==> config.mk <==
export PLATFORM = sky130hd
export DESIGN_NAME = time_interval_counter_control
export DESIGN_NICKNAME = d
export VERILOG_FILES = /design/src/common/tic_pkg.sv /design/src/rtl/time_interval_counter_control.sv
export SDC_FILE = /design/constraint.sdc
export NUM_CORES = 1
export LEC_CHECK = 0
export ABC_AREA = 1
export BUFFER_PORTS_ARGS = -buffer_cell sky130_fd_sc_hd__buf_2
export CORE_MARGIN = 2
export CORE_UTILIZATION = 40
export CTS_CLUSTER_SIZE = 24
export DETAILED_ROUTE_END_ITERATION = 7
export MAX_ROUTING_LAYER = met4
export SLEW_MARGIN = 20
export SYNTH_ARGS = -nofsm -noshare
export SYNTH_HDL_FRONTEND = slang
export SYNTH_SLANG_ARGS = --single-unit
==> constraint.sdc <==
create_clock -name clock_in -period 4.9 [get_ports clock_in]
set_input_delay 0.735 -clock clock_in [delete_from_list [all_inputs] [get_ports clock_in]]
set_output_delay 0.735 -clock clock_in [all_outputs]
set_load 0.02 [all_outputs]
==> src/common/tic_pkg.sv <==
// Constants and types shared by the time interval counter block
package tic_pkg;
  // ----------------------------------------
  // Register indices, byte address is four times the index
  // ----------------------------------------
  localparam logic [7:0] IDX_CTRL     = 8'ha1;
  localparam logic [7:0] IDX_FRAC     = 8'ha2;
  localparam logic [7:0] IDX_SEC      = 8'ha3;
  localparam logic [7:0] IDX_MIN      = 8'ha4;
  localparam logic [7:0] IDX_HOUR     = 8'ha5;
  localparam logic [7:0] IDX_CMP      = 8'ha6;
  localparam logic [7:0] IDX_CNT      = 8'ha7;
  localparam logic [7:0] IDX_IRQ_STAT = 8'ha8;
  localparam logic [7:0] IDX_IRQ_MASK = 8'ha9;
  localparam int ADDR_W   = 10;
  localparam int ADDR_LSB = 2;
  localparam int DATA_W   = 32;
  // ----------------------------------------
  // Reset values, masks and count limits
  // ----------------------------------------
  localparam logic [7:0] CTRL_RESET    = 8'h00;
  localparam logic [7:0] CTRL_WMASK    = 8'h7b;
  localparam logic [7:0] CTRL_RMASK    = 8'h7f;
  localparam logic [7:0] CMP_RESET     = 8'h00;
  localparam logic [7:0] TIME_RESET    = 8'h00;
  localparam logic [7:0] CNT_RESET     = 8'h00;
  localparam logic [7:0] IRQ_RESET     = 8'h00;
  localparam logic [7:0] IRQ_MATCH     = 8'h01;
  localparam logic [7:0] FRAC_MAX      = 8'h7f;
  localparam logic [7:0] SEC_MAX       = 8'h3b;
  localparam logic [7:0] MIN_MAX       = 8'h3b;
  localparam logic [7:0] HOUR_MAX_24   = 8'h17;
  localparam logic [7:0] HOUR_MAX_FREE = 8'hff;
  localparam logic [7:0] CNT_STEP      = 8'h01;
  // ----------------------------------------
  // Timing: one fraction tick is 1/128 second
  // ----------------------------------------
  localparam longint FRAC_PERIOD_NS = 7812500;
  localparam longint CLK_PERIOD_NS  = 5;
  localparam int     FRAC_CYCLES    = int'(FRAC_PERIOD_NS / CLK_PERIOD_NS);
  // Interval timebase codes
  typedef enum logic [1:0] {
    TB_FRAC = 2'h0,
    TB_SEC  = 2'h1,
    TB_MIN  = 2'h2,
    TB_HOUR = 2'h3
  } timebase_e;
  // Control register layout
  typedef struct packed {
    logic      reserved;
    logic      hour_24_select;
    timebase_e timebase;
    logic      single_interval_mode;
    logic      interval_match_flag;
    logic      interval_count_enable;
    logic      time_clock_enable;
  } ctrl_s;
  // Time of day counters
  typedef struct packed {
    logic [7:0] hour;
    logic [7:0] minute;
    logic [7:0] second;
    logic [7:0] fraction;
  } time_s;
  // Wishbone classic request from the master
  typedef struct packed {
    logic              cyc;
    logic              stb;
    logic              we;
    logic [3:0]        sel;
    logic [ADDR_W-1:0] adr;
    logic [DATA_W-1:0] dat;
  } wb_req_s;
endpackage : tic_pkg

==> src/rtl/time_interval_counter_control.sv <==
// Time interval counter with time of day counters and Wishbone registers
//
// The implementer's own choice: the Wishbone interface to the registers.
`timescale 1ns/100ps
module time_interval_counter_control #(
  parameter int TICK_CYCLES = tic_pkg::FRAC_CYCLES  // Clock cycles per 1/128 s
) (
  input  wire logic                       clock_in,     // Core clock, 200 MHz
  input  wire logic                       arst_n_in,    // Async reset, active low
  input  wire tic_pkg::wb_req_s           wb_req_in,    // Wishbone request
  output logic                            wb_ack_out,   // Wishbone acknowledge
  output logic [tic_pkg::DATA_W-1:0]      wb_dat_out,   // Wishbone read data
  input  wire logic                       power_down_in, // Device in power-down
  output logic                            irq_out,      // Interrupt, level
  output logic                            wake_out      // Wake from power-down
);
  import tic_pkg::*;

  // ----------------------------------------
  // Parameter check
  // ----------------------------------------
  // Divider needs a counter of at least one bit
  if (TICK_CYCLES < 2) begin : g_bad_tick
    $error("TICK_CYCLES must be at least 2");
  end
  // Register index must be exactly one register wide
  if (ADDR_W - ADDR_LSB != $bits(ctrl_s)) begin : g_bad_addr
    $error("Address width must leave a byte-wide register index");
  end

  localparam int TICK_W = $clog2(TICK_CYCLES);
  localparam logic [TICK_W-1:0] TICK_LAST = TICK_W'(TICK_CYCLES - 1);
  localparam logic [TICK_W-1:0] TICK_ZERO = '0;
  localparam logic [TICK_W-1:0] TICK_ONE  = TICK_W'(1);

  // ----------------------------------------
  // Declarations
  // ----------------------------------------
  ctrl_s             ctrl_r;
  ctrl_s             ctrl_nxt;
  time_s             time_r;
  time_s             shadow_r;
  logic [7:0]        cmp_r;
  logic [7:0]        cnt_r;
  logic [7:0]        cnt_inc;
  logic [7:0]        irq_stat_r;
  logic [7:0]        irq_stat_nxt;
  logic [7:0]        irq_mask_r;
  logic [TICK_W-1:0] tick_cnt_r;
  logic              ack_r;
  logic [DATA_W-1:0] dat_r;
  logic              irq_r;
  logic              wake_r;
  logic [7:0]        rd_mux;
  logic [7:0]        idx;
  logic [7:0]        wdat;
  logic              wb_req;
  logic              wr;
  logic              tick;
  logic              frac_wrap;
  logic              sec_wrap;
  logic              min_wrap;
  logic [7:0]        hour_max;
  logic              step;
  logic              run;
  logic              match;
  ctrl_s             wdat_ctrl;
  logic              irq_pend;

  // ----------------------------------------
  // Wishbone slave
  // ----------------------------------------
  // Request decode, write lands on the edge that sees ack
  assign wb_req = wb_req_in.cyc & wb_req_in.stb;
  assign idx    = wb_req_in.adr[ADDR_W-1:ADDR_LSB];
  assign wdat   = wb_req_in.dat[7:0];
  assign wr     = wb_req & ack_r & wb_req_in.we & wb_req_in.sel[0];

  // Write data viewed as control fields
  assign wdat_ctrl = ctrl_s'(wdat);

  // Read multiplexer, unmapped and reserved bits read zero
  always_comb begin
    rd_mux = 8'h00;
    unique case (idx)
      IDX_CTRL:     rd_mux = ctrl_r & CTRL_RMASK;
      IDX_FRAC:     rd_mux = time_r.fraction;
      IDX_SEC:      rd_mux = time_r.second;
      IDX_MIN:      rd_mux = time_r.minute;
      IDX_HOUR:     rd_mux = time_r.hour;
      IDX_CMP:      rd_mux = cmp_r;
      IDX_CNT:      rd_mux = cnt_r;
      IDX_IRQ_STAT: rd_mux = irq_stat_r;
      IDX_IRQ_MASK: rd_mux = irq_mask_r;
      default:      rd_mux = 8'h00;
    endcase
  end

  // Ack one cycle after the request, dropped the next cycle
  // Gated by itself so a held request is acked every other cycle, never two in a row
  always_ff @(posedge clock_in or negedge arst_n_in) begin
    if (!arst_n_in) begin
      ack_r <= 1'b0;
    end else begin
      ack_r <= wb_req & ~ack_r;
    end
  end

  // Read data captured with the ack
  // Taken at the request edge so it stands with the ack
  always_ff @(posedge clock_in or negedge arst_n_in) begin
    if (!arst_n_in) begin
      dat_r <= '0;
    end else if (wb_req & ~ack_r) begin
      dat_r <= {24'h000000, rd_mux};
    end
  end

  // ----------------------------------------
  // Fraction tick, stands in for the crystal
  // ----------------------------------------
  // Divider held at zero while the time clock is off
  // A restart then waits one full tick period
  always_ff @(posedge clock_in or negedge arst_n_in) begin
    if (!arst_n_in) begin
      tick_cnt_r <= TICK_ZERO;
    end else if (!ctrl_r.time_clock_enable) begin
      tick_cnt_r <= TICK_ZERO;
    end else if (tick_cnt_r == TICK_LAST) begin
      tick_cnt_r <= TICK_ZERO;
    end else begin
      tick_cnt_r <= tick_cnt_r + TICK_ONE;
    end
  end

  // Runs independent of power-down
  // Power-down gates the core only, never this tick
  assign tick = ctrl_r.time_clock_enable & (tick_cnt_r == TICK_LAST);

  // ----------------------------------------
  // Time of day counters
  // ----------------------------------------
  // Carry chain between the time units
  // Compared with >= so out of range values still wrap
  assign frac_wrap = tick & (time_r.fraction >= FRAC_MAX);
  assign sec_wrap  = frac_wrap & (time_r.second >= SEC_MAX);
  assign min_wrap  = sec_wrap & (time_r.minute >= MIN_MAX);
  assign hour_max  = ctrl_r.hour_24_select ? HOUR_MAX_24 : HOUR_MAX_FREE;

  // Software copy of the time, loaded by register writes
  // Kept apart so a stop restores what software wrote
  always_ff @(posedge clock_in or negedge arst_n_in) begin
    if (!arst_n_in) begin
      shadow_r <= {4{TIME_RESET}};
    end else if (wr) begin
      // Writes with the clock running are unsupported
      if (idx == IDX_FRAC) shadow_r.fraction <= wdat;
      if (idx == IDX_SEC)  shadow_r.second   <= wdat;
      if (idx == IDX_MIN)  shadow_r.minute   <= wdat;
      if (idx == IDX_HOUR) shadow_r.hour     <= wdat;
    end
  end

  // Counters follow the copy while stopped, else advance
  always_ff @(posedge clock_in or negedge arst_n_in) begin
    if (!arst_n_in) begin
      time_r <= {4{TIME_RESET}};
    end else if (!ctrl_r.time_clock_enable) begin
      time_r <= shadow_r;
    end else if (tick) begin
      if (frac_wrap) begin
        time_r.fraction <= TIME_RESET;
      end else begin
        time_r.fraction <= time_r.fraction + CNT_STEP;
      end
      if (sec_wrap) begin
        time_r.second <= TIME_RESET;
      end else if (frac_wrap) begin
        time_r.second <= time_r.second + CNT_STEP;
      end
      if (min_wrap) begin
        time_r.minute <= TIME_RESET;
      end else if (sec_wrap) begin
        time_r.minute <= time_r.minute + CNT_STEP;
      end
      if (min_wrap) begin
        if (time_r.hour >= hour_max) begin
          time_r.hour <= TIME_RESET;
        end else begin
          time_r.hour <= time_r.hour + CNT_STEP;
        end
      end
    end
  end

  // ----------------------------------------
  // Interval counter
  // ----------------------------------------
  // Advance source chosen by the timebase field
  always_comb begin
    step = 1'b0;
    unique case (ctrl_r.timebase)
      TB_FRAC: step = tick;
      TB_SEC:  step = frac_wrap;
      TB_MIN:  step = sec_wrap;
      TB_HOUR: step = min_wrap;
    endcase
  end

  // Match on the step that would reach the compare value
  assign run     = ctrl_r.time_clock_enable & ctrl_r.interval_count_enable;
  assign cnt_inc = cnt_r + CNT_STEP;
  assign match   = run & step & (cnt_inc == cmp_r);

  // Count, clear on match, restart from zero when disabled
  always_ff @(posedge clock_in or negedge arst_n_in) begin
    if (!arst_n_in) begin
      cnt_r <= CNT_RESET;
    end else if (!ctrl_r.interval_count_enable) begin
      cnt_r <= CNT_RESET;
    end else if (match) begin
      cnt_r <= CNT_RESET;
    end else if (run & step) begin
      cnt_r <= cnt_inc;
    end
  end

  // ----------------------------------------
  // Control and compare registers
  // ----------------------------------------
  // Next control value, the match flag set beats a clear
  // Hardware clear of the enable also beats a same cycle write
  always_comb begin
    ctrl_nxt = ctrl_r;
    if (wr && idx == IDX_CTRL) begin
      ctrl_nxt = ctrl_s'((wdat & CTRL_WMASK) | (ctrl_r & ~CTRL_WMASK));
      // Flag clears only by software writing zero
      ctrl_nxt.interval_match_flag = ctrl_r.interval_match_flag
                                     & wdat_ctrl.interval_match_flag;
    end
    if (match) begin
      ctrl_nxt.interval_match_flag = 1'b1;
      if (ctrl_r.single_interval_mode) begin
        ctrl_nxt.interval_count_enable = 1'b0;
      end
    end
  end

  // Control register update
  always_ff @(posedge clock_in or negedge arst_n_in) begin
    if (!arst_n_in) begin
      ctrl_r <= ctrl_s'(CTRL_RESET);
    end else begin
      ctrl_r <= ctrl_nxt;
    end
  end

  // Interval compare value
  always_ff @(posedge clock_in or negedge arst_n_in) begin
    if (!arst_n_in) begin
      cmp_r <= CMP_RESET;
    end else if (wr && idx == IDX_CMP) begin
      cmp_r <= wdat;
    end
  end

  // ----------------------------------------
  // Interrupt status and mask
  // ----------------------------------------
  // Sticky status, write one to clear, event wins
  always_comb begin
    irq_stat_nxt = irq_stat_r;
    if (wr && idx == IDX_IRQ_STAT) begin
      irq_stat_nxt = irq_stat_r & ~(wdat & IRQ_MATCH);
    end
    if (match) begin
      irq_stat_nxt = irq_stat_nxt | IRQ_MATCH;
    end
  end

  // Status register
  always_ff @(posedge clock_in or negedge arst_n_in) begin
    if (!arst_n_in) begin
      irq_stat_r <= IRQ_RESET;
    end else begin
      irq_stat_r <= irq_stat_nxt;
    end
  end

  // Mask register, a one enables the event
  always_ff @(posedge clock_in or negedge arst_n_in) begin
    if (!arst_n_in) begin
      irq_mask_r <= IRQ_RESET;
    end else if (wr && idx == IDX_IRQ_MASK) begin
      irq_mask_r <= wdat & IRQ_MATCH;
    end
  end

  // Pending while an unmasked status bit is set
  assign irq_pend = |(irq_stat_r & irq_mask_r);

  // Level interrupt output
  always_ff @(posedge clock_in or negedge arst_n_in) begin
    if (!arst_n_in) begin
      irq_r <= 1'b0;
    end else begin
      irq_r <= irq_pend;
    end
  end

  // Wake request, only while the device sleeps
  always_ff @(posedge clock_in or negedge arst_n_in) begin
    if (!arst_n_in) begin
      wake_r <= 1'b0;
    end else begin
      wake_r <= power_down_in & irq_pend;
    end
  end

  // ----------------------------------------
  // Outputs
  // ----------------------------------------
  // Every output is driven by a register
  assign wb_ack_out = ack_r;
  assign wb_dat_out = dat_r;
  assign irq_out    = irq_r;
  assign wake_out   = wake_r;
endmodule : time_interval_counter_control

==> reports/results.ini, run 1 <==
[run_status]
status = finished, final reports clean

[clocking]
h-tree-depth = 4
cts_hold_buf = 0
clkSinkCount = 121
clk_latency_ns = 0.42
path_clk_slew_ns = 0.05
cts_resized = 0
cts_tree = done
cts-root-buf = clkbuf_16
cts_setup_buffers = 0
cts_buffers = 17
cts_buffer_depth = 2

[floorplanning]
ioPinCount = 87
rows = 47
coreArea_um2 = 16580
dieArea_um2 = 17970
die-height_um = 134.1
start_util = 0.4080
die_width_um = 134.1

[global_routing]
grt_use_total = 0.2226
grt_pass1_wl_um = 29990
grt_start_max_net_pins = 75
antenna_found_initial = 0
grt_pass1_vias = 5529
grt_overflow = 0

[pwr]
pwr-share-clk = 0.537
netSwitchingFraction = 0.2135
total_power_mw = 2.329
ir_drop_mv = 0.2250
pwr-share-comb = 0.032
seq_power_share = 0.431
power_density_nw_per_um2 = 306.6
power.net_switching_mw = 0.4973
internal-power_mw = 1.832
leakage_nw = 3.659

[timing]
finClkSkew_ns = 0.01604
slew_viol_final = 0
fin_crit_ns = 2.336
min_period_over_period = 0.4767
hold_viol_final = 0
finalSetupViolCount = 0
finalSetupTns_ns = 0
tightest_slew_ns = 0.9617
rsz0062_at_grt = no
fmax_ghz = 0.4281
slew_headroom = 0.3589

[yosys]
synth_top_family_by_area = simple AND/OR/NAND/NOR gates
synth-seq-cells = 121
synth_ff_type = dfrtp_1
synth_mux_area_frac = 0
synth_area_um2 = 6766
synthAdderAreaFrac = 0.01849
syn_inst = 897
yosys.area_share.simple = 0.2929
yosysUniqueCellTypes = 43
ys_seq_area_frac = 0.4475
synth_compound_area_frac = 0.1222
avgSynthCellArea_um2 = 7.543
synth-edff-count = 0
synthXorXnorAreaFrac = 0.01424
async_flop_share = 1.000
ys_warn_count = 0

[layout]
diodes = 0
final_util = 0.4582
nFillCells = 1732
layout.nets = 992
synthToLayoutAreaGrowth_pct = 12.30
multi_input_area_um2 = 3120
drive_gt1_frac = 0.09448
register_area_um2 = 3028

[route]
via_count = 5967
routedWlPerCell_um = 15.83
drtIter0Drc = 464
dr.pass1.iters = 6
ant_nets = 0
drc = 0
routed_via_density = 5.135
wl_um = 18390

[setup_path]
cp-start-kind = flop
cp.arrival_ns = 2.69
crit_type = reg2reg
crit_fanout = 15
endpoint_kind = flop
worstPathRequired_ns = 5.26

[placement]
hpwl_um = 12980
numPortBuffers = 33
place.gp.congestion = 0.8893

[worst_hold_path]
worstHoldPathType = reg2reg

[run]
drv_cap = 0

critical path: stages, from the launching register on:
cell and delay (ns):
dfrtp_1 0.44, ha_1 0.24, nand2_1 0.10, nor2_2 0.06, nand2_1 0.08, nand2_2 0.09
nand4_1 0.13, or2_1 0.61, nand2_8 0.19, o21ai_0 0.22, nand2_1 0.07, nand2_1 0.06
state kept, by name (all words and copies together) (netlist names), 7 cells and up:
name        flops
wb_dat_out      8
time_r         32
cnt_r           8
shadow_r       32
cmp_r           8
ctrl_r          7
tick_cnt_r     21
area by class of cell:
type	instances	share of cell area
sequential	121	0.3985
clock inverter	9	0.01614
multi-input combinational	651	0.4107
tap	220	0.03623
timing repair buffer	39	0.02799
inverter	100	0.04940
clock buffer	22	0.06109
power by group through the flow:
stage	Clock (mW)	Combinational (mW)	Sequential, mW
global placement	0	0.0773	1.02
floorplan	0	0.0459	1.02
CTS	1.28	0.0769	1.00
finish	1.25	0.0748	1.00
global route	1.32	0.0841	1.00
detailed placement	0	0.0767	1.02
path summary, 6_finish.rpt:
path | from | to | slack [ns] | depth (start not counted)
min | tick_cnt_r[0] | tick_cnt_r[0] | 0.46 | 1
min reg2reg | tick_cnt_r[0] | tick_cnt_r[0] | 0.46 | 1
min in group asynchronous | arst_n_in | tick_cnt_r[8] | 0.48 | 1
max reg2reg | time_r[0] | time_r[12] | 2.56 | 11
max | time_r[0] | time_r[12] | 2.56 | 11
max in group asynchronous | arst_n_in | time_r[0] | 3.49 | 2
stage by stage:
| stage | area, µm² | worst slack, ns | hold slack [ns] | instances |
|---|---|---|---|---|
| 3_5_place_dp | 7012 | 2.427 | 0.4510 | 1131 |
| 6_report | 7599 | 2.564 | 0.4556 | 1162 |
| 2_1_floorplan | 6853 | 2.949 | 0.4251 | 920 |
| 4_1_cts | 7599 | 2.594 | 0.4575 | 1162 |
| 3_3_place_gp | 7012 | 2.455 | 0.4487 | 1131 |
| 5_1_grt | 7599 | 2.380 | 0.4921 | 1162 |
cell families (layout without fill, tap and decap cells):
group                    after synthesis  count (layout)
other                                  1              24
adder cells (fa/ha/maj)               10              10
flip-flops                           121             121
buffers and inverters                148             170
AND/OR/NAND/NOR                      457             457
XOR/XNOR                              11              11
AO/OA/AOI/OAI                        149             149
cell usage after synthesis (all sizes together) (10+ instances only):
cell | n | share of area
ha | 10 | 0.018
nor2 | 75 | 0.044
nand2 | 259 | 0.15
nor3 | 13 | 0.0096
o211ai | 11 | 0.012
inv | 99 | 0.055
o21ai | 79 | 0.059
a21oi | 36 | 0.027
nand4 | 20 | 0.018
buf | 39 | 0.044
dfrtp | 121 | 0.45
nand3 | 79 | 0.060
xor2 | 10 | 0.013
placed cells by master, fill, tap and decap left out, types with 10 or more instances in the layout:
| cell type | Yosys | routed |
|---|---|---|
| o211ai_1 | 11 | 11 |
| buf_2 | 7 | 32 |
| dfrtp_1 | 121 | 121 |
| inv_1 | 96 | 96 |
| a21oi_1 | 35 | 35 |
| clkbuf_16 | 0 | 17 |
| conb_1 | 1 | 24 |
| nand3_1 | 77 | 77 |
| nand2_1 | 253 | 253 |
| xor2_1 | 10 | 10 |
| nor3_1 | 13 | 13 |
| o21ai_0 | 75 | 75 |
| ha_1 | 10 | 10 |
| nand4_1 | 20 | 20 |
| nor2_1 | 69 | 69 |
layer usage:
metal	global-route usage	wire length, µm	vias up
met5	-	0	-
met4	0.06667	299	0
met3	0.04460	1119	24
met2	0.3217	8129	184
met1	0.3171	8844	2794
li1	-	-	2965
Power figures use the tool's default switching activity.
==> run 2, diff against run 1 <==
--- a/config.mk
+++ b/config.mk
@@ -5,7 +5,7 @@
 export SDC_FILE = /design/constraint.sdc
 export NUM_CORES = 1
 export LEC_CHECK = 0
-export ABC_AREA = 1
+export ABC_AREA = 0
 export BUFFER_PORTS_ARGS = -buffer_cell sky130_fd_sc_hd__buf_2
 export CORE_MARGIN = 2
 export CORE_UTILIZATION = 40
==> constraint.sdc (replaced) <==
create_clock -name clock_in -period 1.9 [get_ports clock_in]
set_input_delay 0.285 -clock clock_in [delete_from_list [all_inputs] [get_ports clock_in]]
set_output_delay 0.285 -clock clock_in [all_outputs]
set_load 0.02 [all_outputs]
==> reports/results.ini, run 2 <==
[run_status]
status = finished, violations left
violations = negative setup slack

[global_routing]
antenna_found_initial = 0  ; unchanged
grt_pass1_wl_um = 31280  ; +4.3%
grt_overflow = 0  ; unchanged
grt_start_max_net_pins = 54  ; -28%
grt_pass1_vias = 5788  ; +4.7%
grt_use_total = 0.2370  ; +0.01438

[run]
drv_cap = 0  ; unchanged

[layout]
final_util = 0.5548  ; +0.09662
layout_commonest_cell = buf_4
stdcell_count = 1036  ; -11%
diodes = 0  ; unchanged
drive_gt1_frac = 0.3793  ; +0.2848
design_area_um2 = 8877  ; +17%
synthToLayoutAreaGrowth_pct = 34.86
top_regs = shadow_r (32), time_r (32), tick_cnt_r (21)
layout_common_cells = buf_4, dfrtp_1, nor2_1, nand2_1, mux2_2
layout.nets = 869  ; -12%

[yosys]
synthTopCellsByArea = dfrtp_1, mux2_2, nor2_1
netlist.area_leader.share = 0.4600  ; +0.01250
synth_compound_area_frac = 0.1473  ; +0.02508
avgSynthCellArea_um2 = 10.30  ; +37%
synth_area_leader_cell = dfrtp_1
synth_most_common_cell = dfrtp_1
synth-seq-cells = 121  ; unchanged
async_flop_share = 1.000  ; unchanged
synthAdderAreaFrac = 0.01901  ; +0.0005167
synthXorXnorAreaFrac = 0.03859  ; +0.02435
synth_mux_area_frac = 0.1049  ; +0.1049
synth_ff_type = dfrtp_1
synth_top_family_by_area = simple AND/OR/NAND/NOR gates
yosysUniqueCellTypes = 72  ; +67%
synth-edff-count = 0  ; unchanged
ys_seq_area_frac = 0.4600  ; +0.01250
yosys-top-cells-count = dfrtp_1, nor2_1, nand2_1, mux2_2, nand3_1
syn_inst = 639  ; -29%
yosys.area_share.simple = 0.1829  ; -0.1100
synth_area_um2 = 6583  ; -2.7%
ys_warn_count = 0  ; unchanged

[route]
routedWlPerCell_um = 18.69  ; +18%
ant_nets = 0  ; unchanged
via_count = 5815  ; -2.5%
routed_via_density = 5.613  ; +9.3%
drtIter0Drc = 486  ; +4.7%
wl_um = 19360  ; +5.3%
dr.pass1.iters = 5  ; -1
drc = 0  ; unchanged

[timing]
slew_headroom = 0.4786  ; +0.1198
min_period_over_period = 1.230  ; +0.7529
tightest_slew_ns = 0.7623  ; -0.1994 ns
rsz0062_at_grt = yes
finalSetupViolCount = 64  ; +64
whs_ns = 0.1200  ; -0.3356 ns
fin_crit_ns = 2.336  ; +0.0004400 ns
slew_viol_final = 0  ; unchanged
finalSetupTns_ns = -17.02  ; -17.02 ns
finalWorstSetupSlack_ns = -0.4363  ; -3.000 ns
fmax_ghz = 0.4280  ; about the same
hold_viol_final = 0  ; unchanged
finClkSkew_ns = 0.007319  ; -0.008722 ns

[clocking]
cts_buffer_depth = 2  ; unchanged
h-tree-depth = 4  ; unchanged
clk_latency_ns = 0.42  ; about the same
path_clk_slew_ns = 0.06  ; about the same
clkSinkCount = 121  ; unchanged
cts_tree = done
cts-root-buf = clkbuf_16
cts_buffers = 17  ; unchanged

[pwr]
power_density_nw_per_um2 = 724.4  ; +140%
leakage_nw = 4.136  ; +13%
ir_drop_mv = 0.6321  ; +180%

[floorplanning]
dieArea_um2 = 17500  ; -2.6%
ioPinCount = 87  ; unchanged
coreArea_um2 = 16000  ; -3.5%
rows = 46  ; -2.1%
die-height_um = 132.3  ; -1.3%
start_util = 0.4114  ; +0.003374
die_width_um = 132.3  ; -1.3%

[setup_path]
endpoint_kind = flop
crit_type = reg2reg
cp.arrival_ns = 2.65  ; -0.04 ns
crit_fanout = 6  ; -9
cp-start-kind = flop
worstPathRequired_ns = 2.21  ; -3.05 ns

[placement]
hpwl_um = 13660  ; +5.3%
numPortBuffers = 33  ; unchanged
place.gp.congestion = 0.9417  ; +5.9%
placedCellCount = 985  ; -13%
placed_area_um2 = 7868  ; +12%

[worst_hold_path]
worstHoldPathType = in2reg

==> run 2: where the power goes <==
| group | internal, mW | switching (mW) | total, mW |
|---|---|---|---|
| logic | 0.0872 | 0.226 | 0.314 |
| clock network | 2.22 | 1.28 | 3.51 |
| registers | 2.60 | 0.0119 | 2.61 |
==> run 2: kinds of logic (layout without fill, tap and decap cells) <==
group,Yosys count,after routing
and+or+nand+nor,234,235
AOI/OAI and AO/OA,130,131
DFF,121,121
muxes,59,59
buffers and inverters,55,211
xor gates and xnor gates,29,29
adders and majority gates,10,10
other,1,24
==> run 2: final timing paths <==
path / from / to / slack (ns) / cells after the start
min reg2reg: wb_dat_out[5] / wb_dat_out[5] / 0.47 / 2
max: tick_cnt_r[0] / cnt_r[1] / -0.44 / 8
max reg2reg: tick_cnt_r[0] / cnt_r[1] / -0.44 / 8
max in group asynchronous: arst_n_in / cmp_r[2] / 0.95 / 3
min in group asynchronous: arst_n_in / tick_cnt_r[7] / 0.33 / 2
min: power_down_in / wake_out / 0.12 / 2
==> run 2: final cells by class <==
class                           count  area (µm²)
Clock inverter                     15       215.2
Inverter                            7       26.28
Timing Repair Buffer              172        1325
Multi-Input combinational cell    488        3587
Clock buffer                       17       425.4
Tap cell                          216       270.3
Sequential cell                   121        3028
Fill cell                        1389        7123
==> run 2: repair_timing <==
| action | in CTS | in global routing |
|---|---|---|
| hold endpoints to repair | 23 | 0 |
| hold buffers | 1 | 0 |
| setup endpoints to repair | 44 | 65 |
| pin swaps | 17 | 14 |
| resized for setup | 34 | 15 |
| cloned | 2 | 1 |
| buffers inserted | 10 | 5 |
==> run 2: critical path, stage by stage, from the launching register on <==
cell,delay [ns]
dfrtp_1,0.39
ha_4,0.16
or4b_4,0.48
nor4b_4,0.21
nand4b_1,0.20
buf_4,0.20
a2111o_1,0.39
nand3_1,0.12
nand2_1,0.06
==> run 2: metal layers <==
layer	global-route usage	wire length, µm
met3	0.04268	1229
met5	-	0
met2	0.3594	8874
met1	0.3197	8717
met4	0.08602	541
==> run 2: stage by stage <==
stage	power (mW)	worst slack (ns)
after CTS	6.481	-0.3934
final	6.431	-0.4363
after global routing	6.632	-0.5273
after floorplan	2.830	-0.2732
after global placement	2.960	-0.3899
after detailed placement	2.968	-0.5008
==> run 3, diff against run 2 <==
--- a/config.mk
+++ b/config.mk
@@ -7,6 +7,7 @@
 export LEC_CHECK = 0
 export ABC_AREA = 0
 export BUFFER_PORTS_ARGS = -buffer_cell sky130_fd_sc_hd__buf_2
+export CORE_ASPECT_RATIO = 1.2
 export CORE_MARGIN = 2
 export CORE_UTILIZATION = 40
 export CTS_CLUSTER_SIZE = 24
==> constraint.sdc (replaced) <==
create_clock -name clock_in -period 2.3 [get_ports clock_in]
set_input_delay 0.345 -clock clock_in [delete_from_list [all_inputs] [get_ports clock_in]]
set_output_delay 0.345 -clock clock_in [all_outputs]
set_load 0.02 [all_outputs]
==> reports/results.ini, run 3 (synthesis results as in run 2) <==
[layout]
synthToLayoutAreaGrowth_pct = 22.11
layout.nets = 784  ; -9.8%
multi_input_area_um2 = 3470  ; -3.3%
nFillCells = 1460  ; +5.1%
register_area_um2 = 3029  ; about the same
top_regs = shadow_r (32), time_r (32), tick_cnt_r (21)
layout_common_cells = dfrtp_1, nor2_1, buf_4, mux2_2, nand2_1
drive_gt1_frac = 0.2898  ; -0.08947
layout_commonest_cell = dfrtp_1
final_util = 0.4979  ; -0.05695

[global_routing]
grt_pass1_vias = 5329  ; -7.9%
grt_start_max_net_pins = 57  ; +5.6%
grt_use_total = 0.2226  ; -0.01439
grt_overflow = 0  ; unchanged
antenna_found_initial = 1  ; +1
grt_pass1_wl_um = 28900  ; -7.6%

[timing]
finalWorstSetupSlack_ns = -0.01324  ; +0.4231 ns
slew_headroom = 0.5786  ; +0.09997
tightest_slew_ns = 0.6161  ; -0.1462 ns
min_period_over_period = 1.006  ; -0.2239
slew_viol_final = 0  ; unchanged
finClkSkew_ns = 0.007657  ; +0.0003383 ns
fmax_ghz = 0.4323  ; +1.0%
rsz0062_at_grt = yes
whs_ns = 0.1749  ; +0.05494 ns
fin_crit_ns = 2.313  ; -0.02309 ns
finalSetupViolCount = 3  ; -95%
hold_viol_final = 0  ; unchanged
finalSetupTns_ns = -0.02184  ; +17.00 ns

[route]
dr.pass1.iters = 5  ; unchanged
wl_um = 18240  ; -5.8%
via_count = 5495  ; -5.5%
drtIter0Drc = 482  ; -0.82%
routed_via_density = 5.790  ; +3.2%
drc = 0  ; unchanged
routedWlPerCell_um = 19.22  ; +2.8%
ant_nets = 0  ; unchanged

[clocking]
cts_buffers = 17  ; unchanged
cts_tree = done
path_clk_slew_ns = 0.06  ; about the same
cts-root-buf = clkbuf_16
h-tree-depth = 4  ; unchanged
cts_buffer_depth = 2  ; unchanged
clkSinkCount = 121  ; unchanged
clk_latency_ns = 0.43  ; about the same

[setup_path]
cp-start-kind = flop
endpoint_kind = flop
cp.arrival_ns = 2.68  ; +0.03 ns
crit_type = reg2reg
worstPathRequired_ns = 2.66  ; +0.45 ns
crit_fanout = 7  ; +1

[floorplanning]
die-height_um = 144.5  ; +9.3%
rows = 51  ; +11%
dieArea_um2 = 17500  ; about the same
ioPinCount = 87  ; unchanged
coreArea_um2 = 16140  ; +0.90%
start_util = 0.4077  ; -0.003667
die_width_um = 121.1  ; -8.4%

[run]
drv_cap = 0  ; unchanged

[placement]
numPortBuffers = 33  ; unchanged
hpwl_um = 12680  ; -7.2%
pre_cts_ws_ns = -0.04115  ; +0.4597 ns
place.gp.congestion = 0.9382  ; -0.37%

[pwr]
total_power_mw = 5.232  ; -19%
power_density_nw_per_um2 = 650.9  ; -10%
ir_drop_mv = 0.4918  ; -22%
leakage_nw = 3.657  ; -12%

[run_status]
status = finished, violations left
violations = negative setup slack

[worst_hold_path]
worstHoldPathType = in2reg

==> run 3: worst paths after layout <==
path | from | depth (start not counted) | slack (ns) | end
max in group asynchronous | arst_n_in | 3 | 1.17 | wb_dat_out[1]
hold reg to reg | shadow_r[22] | 1 | 0.47 | time_r[22]
setup / recovery | tick_cnt_r[2] | 8 | -0.01 | cnt_r[6]
min in group asynchronous | arst_n_in | 2 | 0.44 | tick_cnt_r[6]
setup reg to reg | tick_cnt_r[2] | 8 | -0.01 | cnt_r[6]
hold / removal | power_down_in | 2 | 0.17 | wake_out
==> run 3: timing repair <==
| item | CTS | global route |
|---|---|---|
| resized for setup | 5 | 26 |
| setup buffers | 2 | 0 |
| endpoints found under the hold margin | 34 | 0 |
| pin swaps | 4 | 13 |
| hold buffers | 1 | 0 |
| endpoints found under the setup margin | 2 | 37 |
| cloned | 1 | 0 |
==> run 3: power by group <==
group	internal (mW)	total (mW)	leakage, nW	switching (mW)
clock network	1.81	2.83	0.299	1.02
registers	2.15	2.16	1.66	0.0116
logic	0.0605	0.239	1.70	0.179
total	4.02	5.23	3.66	1.21
==> run 3: cell type report <==
| cell class | count | area share |
|---|---|---|
| diodes | 2 | 0.0006227 |
| clock buffers | 17 | 0.05293 |
| clock inverters | 15 | 0.02506 |
| inverters | 7 | 0.003269 |
| multi-input cells | 487 | 0.4317 |
| flip-flops and latches | 121 | 0.3769 |
| well taps | 212 | 0.03300 |
| repair buffers | 88 | 0.07659 |
==> run 3: metrics by stage <==
| step | cells | cell area, µm² |
|---|---|---|
| 6_report | 949 | 8038 |
| 5_1_grt | 948 | 8035 |
| 2_1_floorplan | 662 | 6671 |
| 3_5_place_dp | 911 | 7226 |
| 4_1_cts | 947 | 7918 |
| 3_3_place_gp | 911 | 7226 |
==> run 3: layer usage <==
metal	vias up	track usage	wire length (µm)
li1	2501	-	-
met1	2764	0.2818	7873
met2	190	0.3519	8855
met3	40	0.03588	944
met4	0	0.1010	565
met5	-	-	0
==> run 3: critical path, cell delays in order, from the launching register on <==
cell and delay (ns):
dfrtp_1 0.39, nor4_2 0.34, nand2_2 0.14, or4_4 0.63, buf_12 0.16, a2111oi_4 0.20
buf_6 0.19, o221ai_1 0.11, nand2_1 0.08
